===== src/ard_regs.svh =====
// constants of the acceleration/deceleration ramp generator
`ifndef ARD_REGS_SVH
`define ARD_REGS_SVH
// frequencies in 0.01 Hz, times in 10 ms units
`define ARD_REF_DEF    16'h1388
`define ARD_REF_MIN    16'h0064
`define ARD_REF_MAX    16'h9c40
`define ARD_BASE_DEF   16'h1388
`define ARD_BASE_MIN   16'h0001
`define ARD_TIME_MAX   20'h57e40
`define ARD_TIME_SAME  20'hf41dc
`define ARD_TIME_SMALL 20'h001f4
`define ARD_TIME_LARGE 20'h003e8
`define ARD_TIME_FLOOR 20'h00003
`define ARD_TIME_MIN   20'h00004
`define ARD_PAT_LINEAR 2'h0
`define ARD_PAT_SA     2'h1
`define ARD_FRAC       16
`define ARD_S_NUM      4'h9
`define ARD_S_SHIFT    3
`define ARD_TICK_NS    10000000
`define ARD_CLK_NS     10
`endif


===== src/ard_pkg.sv =====
// types of the acceleration/deceleration ramp generator
package ard_pkg;
  typedef struct packed {
    logic [19:0] accel_time;
    logic [19:0] decel_time;
    logic [19:0] accel2_time;
    logic [19:0] decel2_time;
    logic [15:0] ref_freq;
    logic [15:0] base_freq;
    logic [1:0]  pattern;
  } ard_cfg_s;
  typedef struct packed {
    logic accelerating;
    logic decelerating;
    logic at_target;
  } ard_status_s;
  typedef enum logic [0:0] {ST_IDLE, ST_DIV} ard_state_e;
endpackage : ard_pkg


===== src/ard_serial_div.sv =====
// restoring serial divider, one quotient bit per clock
`timescale 1ns/100ps
module ard_serial_div #(
  parameter int NW = 56,
  parameter int DW = 40
) (
  input  wire logic          sys_clk_in,
  input  wire logic          arst_n_in,
  input  wire logic          start_in,
  input  wire logic [NW-1:0] num_in,
  input  wire logic [DW-1:0] den_in,
  output logic      [NW-1:0] quot_out,
  output logic               done_out
);
  localparam int CW = $clog2(NW + 1);
  logic [DW-1:0] den_reg;
  logic [DW:0]   rem_reg;
  logic [CW-1:0] cnt_reg;
  logic          busy_reg;
  wire  [DW:0]   rem_sh_w  = {rem_reg[DW-1:0], quot_out[NW-1]};
  wire           fits_w    = rem_sh_w >= {1'b0, den_reg};
  wire  [DW:0]   rem_next  = fits_w ? rem_sh_w - {1'b0, den_reg} : rem_sh_w;
  wire           last_w    = cnt_reg == CW'(1);

  always_ff @(posedge sys_clk_in or negedge arst_n_in) begin
    if (!arst_n_in) begin
      den_reg  <= '0;
      rem_reg  <= '0;
      cnt_reg  <= '0;
      busy_reg <= 1'b0;
      quot_out <= '0;
      done_out <= 1'b0;
    end else if (start_in) begin
      den_reg  <= den_in;
      rem_reg  <= '0;
      cnt_reg  <= CW'(NW);
      busy_reg <= 1'b1;
      quot_out <= num_in;
      done_out <= 1'b0;
    end else begin
      done_out <= busy_reg && last_w;
      if (busy_reg) begin
        rem_reg  <= rem_next;
        quot_out <= {quot_out[NW-2:0], fits_w};
        cnt_reg  <= cnt_reg - CW'(1);
        busy_reg <= !last_w;
      end
    end
  end
endmodule : ard_serial_div


===== src/ard_ramp_gen.sv =====
// output-frequency ramp generator with two time sets and s-pattern a
`timescale 1ns/100ps
`include "ard_regs.svh"
// Operation
// - rising slope equals reference frequency over acceleration time.
// - falling slope equals reference frequency over deceleration time.
// - reference frequency 1 to 400 Hz, 50 Hz after reset.
// - primary ramp times accept zero to 3600 seconds.
// - primary times and second accel default 5 s, large size 10 s.
// - second-set select picks the second acceleration and deceleration times.
// - second decel 0 to 3600 s; code 9999 reuses second accel time.
// - s-pattern a times count to base frequency, not reference.
// - s-pattern a above base: t = 4/9 T f^2/fb^2 + 5/9 T.
// - any ramp time at or below 30 ms acts as 40 ms.
// - pattern zero gives constant slope on both ramps.
module ard_ramp_gen #(
  parameter bit LARGE_SIZE  = 1'b0,
  parameter int TICK_CYCLES = `ARD_TICK_NS / `ARD_CLK_NS
) (
  input  wire logic                sys_clk_in,
  input  wire logic                arst_n_in,
  input  wire ard_pkg::ard_cfg_s   cfg_in,
  input  wire logic                cfg_load_in,
  input  wire logic                second_set_select_in,
  input  wire logic [15:0]         target_freq_in,
  output logic      [15:0]         out_freq_out,
  output ard_pkg::ard_status_s     status_out
);
  localparam int NW = 56;
  localparam int DW = 40;
  localparam int TW = $clog2(TICK_CYCLES + 1);
  localparam logic [19:0] TIME_DEF =
    LARGE_SIZE ? `ARD_TIME_LARGE : `ARD_TIME_SMALL;

  // time slots: 0 accel, 1 decel, 2 second accel, 3 second decel
  logic [19:0]          t_reg [4];
  logic [19:0]          t_in_w [4];
  logic [19:0]          t_clip_w [4];
  logic [15:0]          ref_reg;
  logic [15:0]          base_reg;
  logic [1:0]           pat_reg;
  logic [31:0]          freq_reg;
  logic [31:0]          freq_next;
  logic [TW-1:0]        tick_reg;
  logic                 up_reg;
  logic                 div_start_reg;
  ard_pkg::ard_state_e  state_reg;
  logic [NW-1:0]        quot_w;
  logic                 div_done_w;

  assign t_in_w[0] = cfg_in.accel_time;
  assign t_in_w[1] = cfg_in.decel_time;
  assign t_in_w[2] = cfg_in.accel2_time;
  assign t_in_w[3] = cfg_in.decel2_time;

  // out-of-range times saturate; the same-as-accel code passes untouched
  for (genvar i = 0; i < 4; i++) begin : g_clip
    assign t_clip_w[i] =
      (i == 3 && t_in_w[i] == `ARD_TIME_SAME) ? t_in_w[i] :
      (t_in_w[i] > `ARD_TIME_MAX) ? `ARD_TIME_MAX : t_in_w[i];
  end

  wire [15:0] ref_clip_w =
    cfg_in.ref_freq < `ARD_REF_MIN ? `ARD_REF_MIN :
    cfg_in.ref_freq > `ARD_REF_MAX ? `ARD_REF_MAX : cfg_in.ref_freq;
  wire [15:0] base_clip_w =
    cfg_in.base_freq < `ARD_BASE_MIN ? `ARD_BASE_MIN : cfg_in.base_freq;

  // active time set
  wire [19:0] acc_raw_w = second_set_select_in ? t_reg[2] : t_reg[0];
  wire [19:0] dec_raw_w = !second_set_select_in ? t_reg[1] :
    (t_reg[3] == `ARD_TIME_SAME ? t_reg[2] : t_reg[3]);
  wire [19:0] raw_w     = up_reg ? acc_raw_w : dec_raw_w;
  wire [19:0] t_eff_w   =
    raw_w <= `ARD_TIME_FLOOR ? `ARD_TIME_MIN : raw_w;

  // slope source: reference, or base frequency in s-pattern a
  wire        pat_sa_w  = pat_reg == `ARD_PAT_SA;
  wire [15:0] f_now_w   = freq_reg[31:16];
  wire        above_w   = pat_sa_w && f_now_w >= base_reg;
  wire [15:0] scale_w   = pat_sa_w ? base_reg : ref_reg;
  wire [31:0] fb_sq_w   = base_reg * base_reg;
  wire [35:0] t_f_w     = t_eff_w * f_now_w;
  // 36 bits: nine times a large base squared would wrap in 32
  wire [35:0] s_num_w   = `ARD_S_NUM * fb_sq_w;
  // above base: df/dt = 9 fb^2 / (8 T f), the slope of the s curve
  wire [NW-1:0] num_w   = above_w ?
    NW'({s_num_w, {`ARD_FRAC{1'b0}}}) :
    NW'({scale_w, {`ARD_FRAC{1'b0}}});
  wire [DW-1:0] den_w   = above_w ?
    DW'({t_f_w, {`ARD_S_SHIFT{1'b0}}}) : DW'(t_eff_w);

  wire [31:0] tgt_w     = {target_freq_in, {`ARD_FRAC{1'b0}}};
  wire [31:0] step_w    = quot_w[31:0];
  wire [32:0] sum_w     = {1'b0, freq_reg} + {1'b0, step_w};
  wire [31:0] gap_w     = up_reg ? tgt_w - freq_reg : freq_reg - tgt_w;
  wire        tick_w    = tick_reg == TW'(TICK_CYCLES - 1);
  wire        moving_w  = freq_reg != tgt_w;
  wire        dir_up_w  = tgt_w > freq_reg;
  // command moved behind us during the divide: land on it, never carry on
  wire        passed_w  = up_reg ? freq_reg >= tgt_w : freq_reg <= tgt_w;

  // clamp to the command so a step never carries past it
  always_comb begin
    freq_next = freq_reg;
    if (state_reg == ard_pkg::ST_DIV && div_done_w) begin
      if (passed_w || gap_w <= step_w || (up_reg && sum_w[32]))
        freq_next = tgt_w;
      else if (up_reg)
        freq_next = sum_w[31:0];
      else
        freq_next = freq_reg - step_w;
    end
  end

  always_ff @(posedge sys_clk_in or negedge arst_n_in) begin
    if (!arst_n_in) begin
      t_reg[0] <= TIME_DEF;
      t_reg[1] <= TIME_DEF;
      t_reg[2] <= TIME_DEF;
      t_reg[3] <= `ARD_TIME_SAME;
      ref_reg  <= `ARD_REF_DEF;
      base_reg <= `ARD_BASE_DEF;
      pat_reg  <= `ARD_PAT_LINEAR;
    end else if (cfg_load_in) begin
      t_reg    <= t_clip_w;
      ref_reg  <= ref_clip_w;
      base_reg <= base_clip_w;
      pat_reg  <= cfg_in.pattern;
    end
  end

  // a target change mid-division clamps the pending step when the division completes; direction follows at the next tick
  always_ff @(posedge sys_clk_in or negedge arst_n_in) begin
    if (!arst_n_in) begin
      tick_reg      <= '0;
      state_reg     <= ard_pkg::ST_IDLE;
      up_reg        <= 1'b0;
      div_start_reg <= 1'b0;
      freq_reg      <= '0;
    end else begin
      tick_reg      <= tick_w ? '0 : tick_reg + TW'(1);
      div_start_reg <= 1'b0;
      freq_reg      <= freq_next;
      unique case (state_reg)
        ard_pkg::ST_IDLE: if (tick_w && moving_w) begin
          up_reg        <= dir_up_w;
          div_start_reg <= 1'b1;
          state_reg     <= ard_pkg::ST_DIV;
        end
        ard_pkg::ST_DIV: if (div_done_w) state_reg <= ard_pkg::ST_IDLE;
      endcase
    end
  end

  always_ff @(posedge sys_clk_in or negedge arst_n_in) begin
    if (!arst_n_in) begin
      out_freq_out <= '0;
      status_out   <= '0;
    end else begin
      out_freq_out            <= freq_next[31:16];
      status_out.accelerating <= freq_next < tgt_w;
      status_out.decelerating <= freq_next > tgt_w;
      status_out.at_target    <= freq_next == tgt_w;
    end
  end

  ard_serial_div #(.NW(NW), .DW(DW)) u_div (
    .sys_clk_in (sys_clk_in),
    .arst_n_in  (arst_n_in),
    .start_in   (div_start_reg),
    .num_in     (num_w),
    .den_in     (den_w),
    .quot_out   (quot_w),
    .done_out   (div_done_w)
  );
endmodule : ard_ramp_gen


===== config.mk =====
export PLATFORM = sky130hd
export DESIGN_NAME = ard_ramp_gen
export DESIGN_NICKNAME = d
export VERILOG_FILES = /design/src/ard_pkg.sv /design/src/ard_serial_div.sv /design/src/ard_ramp_gen.sv
export VERILOG_INCLUDE_DIRS = /design/src
export SDC_FILE = /design/constraint.sdc
export NUM_CORES = 2
export LEC_CHECK = 0
export BUFFER_PORTS_ARGS = -buffer_cell sky130_fd_sc_hd__buf_2
export CAP_MARGIN = 20
export CORE_MARGIN = 8
export CORE_UTILIZATION = 40
export DETAILED_ROUTE_END_ITERATION = 12
export PLACE_DENSITY = 0.61
export SLEW_MARGIN = 20
export SYNTH_ARGS = -nofsm -noshare
export SYNTH_HDL_FRONTEND = slang
export SYNTH_SLANG_ARGS = --single-unit

===== constraint.sdc =====
create_clock -name sys_clk_in -period 11.12 [get_ports sys_clk_in]
set_input_delay 3.336 -clock sys_clk_in [delete_from_list [all_inputs] [get_ports sys_clk_in]]
set_output_delay 3.336 -clock sys_clk_in [all_outputs]
set_load 0.02 [all_outputs]

Word-level counts from Yosys, hierarchy flattened:

Cells that the tools add are included.

* add/sub/neg operators: 7
* $mul: 3
* $lt $le $gt $ge: 16
* eq/ne operators: 7
* multiplexer cells: 36
* bitwise operators: 1
* reductions and logical operators: 10

Operator list (count)
* 20-bit two-way mux: 11
* 32-bit two-way mux: 4
* 40-bit two-way mux: 3
* 56-bit two-way mux: 2
* 32-bit subtractor: 3
* 20-bit by 19-bit > comparator with 1-bit output (second input constant): 4
* 32-bit > comparator: 2
* 32-bit <= comparator: 2
* 16-bit two-way mux: 4
* 20-bit == test (second input constant): 3
* 52-bit two-way mux: 1
* 41-bit by 40-bit >= comparator with 1-bit output: 1
* 40-bit subtractor: 1
* 39-bit two-way mux: 1
* 20-bit by 16-bit multiplier with 36-bit output: 1
* 4-bit by 32-bit multiplier with 36-bit output (first input constant): 1
* 32-bit by 32-bit adder with 33-bit output: 1
* 32-bit == test: 1
* 32-bit >= comparator: 1
* 32-bit less-than comparator: 1
* 16-bit by 16-bit multiplier with 32-bit output: 1
* 32-bit inequality test: 1
* 20-bit by 1-bit adder with 20-bit output (second input constant): 1
* 20-bit by 2-bit <= comparator with 1-bit output (second input constant): 1
* other kinds (16): 28

* register bits after elaboration: 332
* bits of input ports: 134
* output and inout port bits: 19
* logic and storage cells: 102

Logic depth before layout (Yosys ltp):

* depth in word-level cells: 8
* gate-level depth with buffers: 39

Modules after synthesis:

Synthesis repeated with hierarchy kept, for this count alone.

* cell total of the unflattened synthesis: 5046
* area total of the unflattened synthesis: 42908.7 µm²

Modules (own cells, without submodules)
* ard_ramp_gen: instances 1, cells an instance 4017, area each 34032.6 µm², sequential area each 4352.9 µm²
* ard_serial_div: instances 1, cells an instance 1029, area each 8876.0 µm², sequential area each 3603.5 µm²

Worst setup path after synthesis:

No wires, ideal clock.

* kind: input -> register
* start point: input second_set_select_in
* end point: register u_div.den_reg[35]
* setup time: 141 ps
* arrival: 10949 ps
* required time: 10979 ps
* slack: 30 ps
* stages on the path: 29
* path buffers: 3
* path through: clkbuf_1 > clkinv_1 > buf_1 > mux4_2 > nor4_1 > nand3b_4 > o211a_2 > buf_6 > and2_1 > fa_1 > fa_1 > fa_1 > fa_1 > fa_1 > inv_1 > fa_1 > inv_1 > ha_1 > nand4_1 > or2_2 > o22a_1 > o21ai_0 > or4_1 > nand3b_1 > a31oi_1 > nor2_1 > a21oi_1 > xnor2_1 > o22ai_1

* word-level cells in the longest chain between the ends: 6
* elaborated cells between the ends (all ways): 7
* classes of those cells: mul (1); order compare (1); mux (5)

Ends and longest elaborated chain
* start, declared: RTL line ard_ramp_gen.sv:24 `input wire logic second_set_select_in,`
* 20-bit two-way mux (on tied branches): RTL line ard_ramp_gen.sv:71, ard_ramp_gen.sv:70
* 20-bit two-way mux *: RTL line ard_ramp_gen.sv:73 `wire [19:0] raw_w = up_reg ? acc_raw_w : dec_raw_w;`
* 20-bit by 2-bit <= comparator with 1-bit output (no source line)
* 20-bit two-way mux *: RTL line ard_ramp_gen.sv:75 `` raw_w <= `ARD_TIME_FLOOR ? `ARD_TIME_MIN : raw_w; ``
* 20-bit by 16-bit multiplier with 36-bit output *: RTL line ard_ramp_gen.sv:83 `wire [35:0] t_f_w = t_eff_w * f_now_w;`
* 39-bit two-way mux *: RTL line ard_ramp_gen.sv:90 `wire [DW-1:0] den_w = above_w ?`
* end signal, assigned: RTL line ard_serial_div.sv:34 `den_reg <= den_in;`
* end, declared: RTL line ard_serial_div.sv:16 `logic [DW-1:0] den_reg;`

Every way passes the cells marked *; elsewhere a longest branch is shown, timed or not.
A chain may end at the register's enable or synchronous reset.

Worst setup path after layout:

* start point: input second_set_select_in
* end point: register u_div.den_reg[37]

Same word-level chain as after synthesis.

==> impl_metrics.yaml <==
logic_synthesis:
  synth_area_leader_cell: "fa_1"
  ys_top_cells_by_count: "inv_1, nand2_1, ha_1, fa_1, nor2_1"
  ys_seq_area_share_pct: 18.8
  synth-edff-count: 0
  yosysMostFrequentCell: "inv_1"
  ys_ff_latch: 315
  netlist_area_um2: 42200
  ys_top_cells_by_area: "fa_1, dfrtp_1, ha_1"
  synth-async-reset-ratio_pct: 100
  synthFlopType: "dfrtp_1"
  synth_top_area_share_pct: 19.8
  synthSimpleGateAreaFrac_pct: 16.1
  syn_avg_cell_area_um2: 8.60
  yosysUniqueCellTypes: 87
  yosys.area_share.adder_pct: 33.6
  yosys_warnings: 0
  syn_nets: 5924
  netlist_instances: 4909
  synth_compound_area_share_pct: 15.7
  synth_top_family_by_area: "adder cells"
  synth.mux.area_fraction_pct: 3.07
  synth_xor_area_share_pct: 4.17
floorplanning:
  dieWidth_um: 341
  io_pins: 153
  num_rows: 119
  core-area_um2: 105000
  dieHeight_um: 341
  start_util_pct: 40.2
  die_area_um2: 116000
setup_path:
  path_class: "primary input to flip-flop"
  crit_path_start_kind: "primary input"
  cp_max_fo: 13
  critPathRequiredTime_ns: 11.53
  critPathCaptureType: "flip-flop"
  worstPathArrival_ns: 10.88
drt:
  ant_nets: 0
  wl_per_cell_um: 19.8
  drt_iter0_drc: 2612
  wirelength_mm: 126
  vias: 35147
  first_pass_iters: 6
  vias_per_cell: 5.52
  drc: 0
cts:
  hold_buffers: 0
  clockBufferDepth: 3
  cts_tree: "built"
  path_clk_slew_ns: 0.06
  postCtsSetupRepairBufs: 0
  cts_root_buffer: "clkbuf_16"
  clk_latency_ns: 0.65
  ctsResizeCount: 0
  htree_levels: 2
  cts_sinks: 315
  cts_made_buffers: 42
flow_run:
  drv_cap: 0
timing:
  clock_skew_ns: 0.0812
  grt_setup_unrepaired: "false"
  fin_crit_sh_pct: 94.1
  min_period_ns: 10.46
  setup_viol: 0
  drv_slew: 0
  worst_pin_slew_ns: 0.992
  timing.setup.tns_ns: 0
  fmax_mhz: 95.6
  fin_hold_ws_ns: 0.478
  relSlewSlack_pct: 32.2
  hold_viol: 0
final_layout:
  final_cell_area_um2: 45700
  final_nets: 5954
  largest_register_ff_count: 80
  fillerInstances: 10433
  multi_input_area_um2: 30600
  layout-drive-gt1-share_pct: 7.85
  seqCellArea_um2: 7940
  syn_to_final_growth_pct: 8.41
hold_path:
  min_path_type: "flip-flop to flip-flop"
placed_design:
  place.gp.congestion: 0.935
  hpwlAfterDp_mm: 98.4
  port_buffers: 152
  dpl_cell_area_um2: 44300
global_route:
  grt_pass1_wl_mm: 199
  grt_max_degree: 131
  grt.overflow.total: 0
  antenna_found_initial: 5
  grtUsageTotal_pct: 21.3
  grt_pass1_vias: 35299
run_status:
  outcome: "finished clean"
==> area by class of cell <==
| type | instances | share of cell area (%) |
|---|---|---|
| multi-input cells | 3641 | 67.0 |
| flip-flops and latches | 315 | 17.4 |
| inverters | 719 | 5.90 |
| well taps | 1391 | 3.80 |
| repair buffers | 220 | 2.86 |
| clock buffers | 57 | 2.49 |
| clock inverters | 18 | 0.588 |
| diodes | 4 | 0.0219 |
==> cells in the final DEF (no fill, tap or decap), types with 61 or more instances in the layout <==
master	Yosys	routed
a21o_1	111	111
a21oi_1	268	267
and2_1	164	164
buf_2	3	150
buf_4	17	67
dfrtp_1	276	273
fa_1	418	418
ha_1	463	463
inv_1	716	715
mux2i_1	82	82
nand2_1	538	538
nand3_1	90	90
nor2_1	330	330
o21ai_0	218	218
xnor2_1	140	140
xor2_1	61	61
==> path summary, 6_finish.rpt <==
kind	slack [ns]	cells past startpoint	from	endpoint
max in group asynchronous	6.45	3	arst_n_in	base_reg[11]
min	0.48	1	tick_reg[0]	tick_reg[0]
max	0.66	28	second_set_select_in	u_div.den_reg[37]
max reg2reg	1.00	34	base_reg[4]	u_div.quot_out[50]
min reg2reg	0.48	1	tick_reg[0]	tick_reg[0]
min in group asynchronous	2.67	1	arst_n_in	tick_reg[4]
==> metal layers <==
layer,share of wire [%],track usage (%),vias up
met2,43,33.1,1235
met1,46,29.9,17250
met4,3.3,6.67,4
li1,-,-,16459
met5,0.017,0,-
met3,7.5,4.14,199
==> critical path: stages <==
cell	delay, ns
buf_2	0.11
clkinv_1	0.07
buf_12	0.16
mux4_2	0.51
nor4_1	0.48
nand3b_4	0.14
o211a_2	0.22
and2_1	0.20
fa_1	0.50
fa_1	0.52
fa_1	0.52
fa_1	0.52
fa_1	0.55
inv_1	0.05
fa_1	0.52
inv_1	0.04
ha_1	0.36
nand4_1	0.15
or2_2	0.13
o22a_1	0.12
o21ai_0	0.22
or4_1	0.62
nand3b_1	0.15
a31oi_1	0.10
nor2_1	0.22
a21oi_1	0.12
xnor2_1	0.14
o22ai_1	0.08
==> metrics by stage <==
step           std cells  worst slack (ns)  utilization (%)
2_1_floorplan       4909            0.0299                -
3_3_place_gp        6286             0.141             42.2
3_5_place_dp        6286             0.112             42.2
4_1_cts             6361             0.727             43.6
5_1_grt             6361             0.224             43.6
6_report            6365             0.657             43.6
==> cells by family after synthesis <==
group	count (synthesis)
AO/OA/AOI/OAI	1014
XOR/XNOR	201
adder cells (fa/ha/maj)	881
buffers and inverters	953
flip-flops	315
multiplexers	107
AND/OR/NAND/NOR	1438
Power is not shown: default switching activity piles up to over one toggle a cycle in this logic, so the estimate is an artifact.
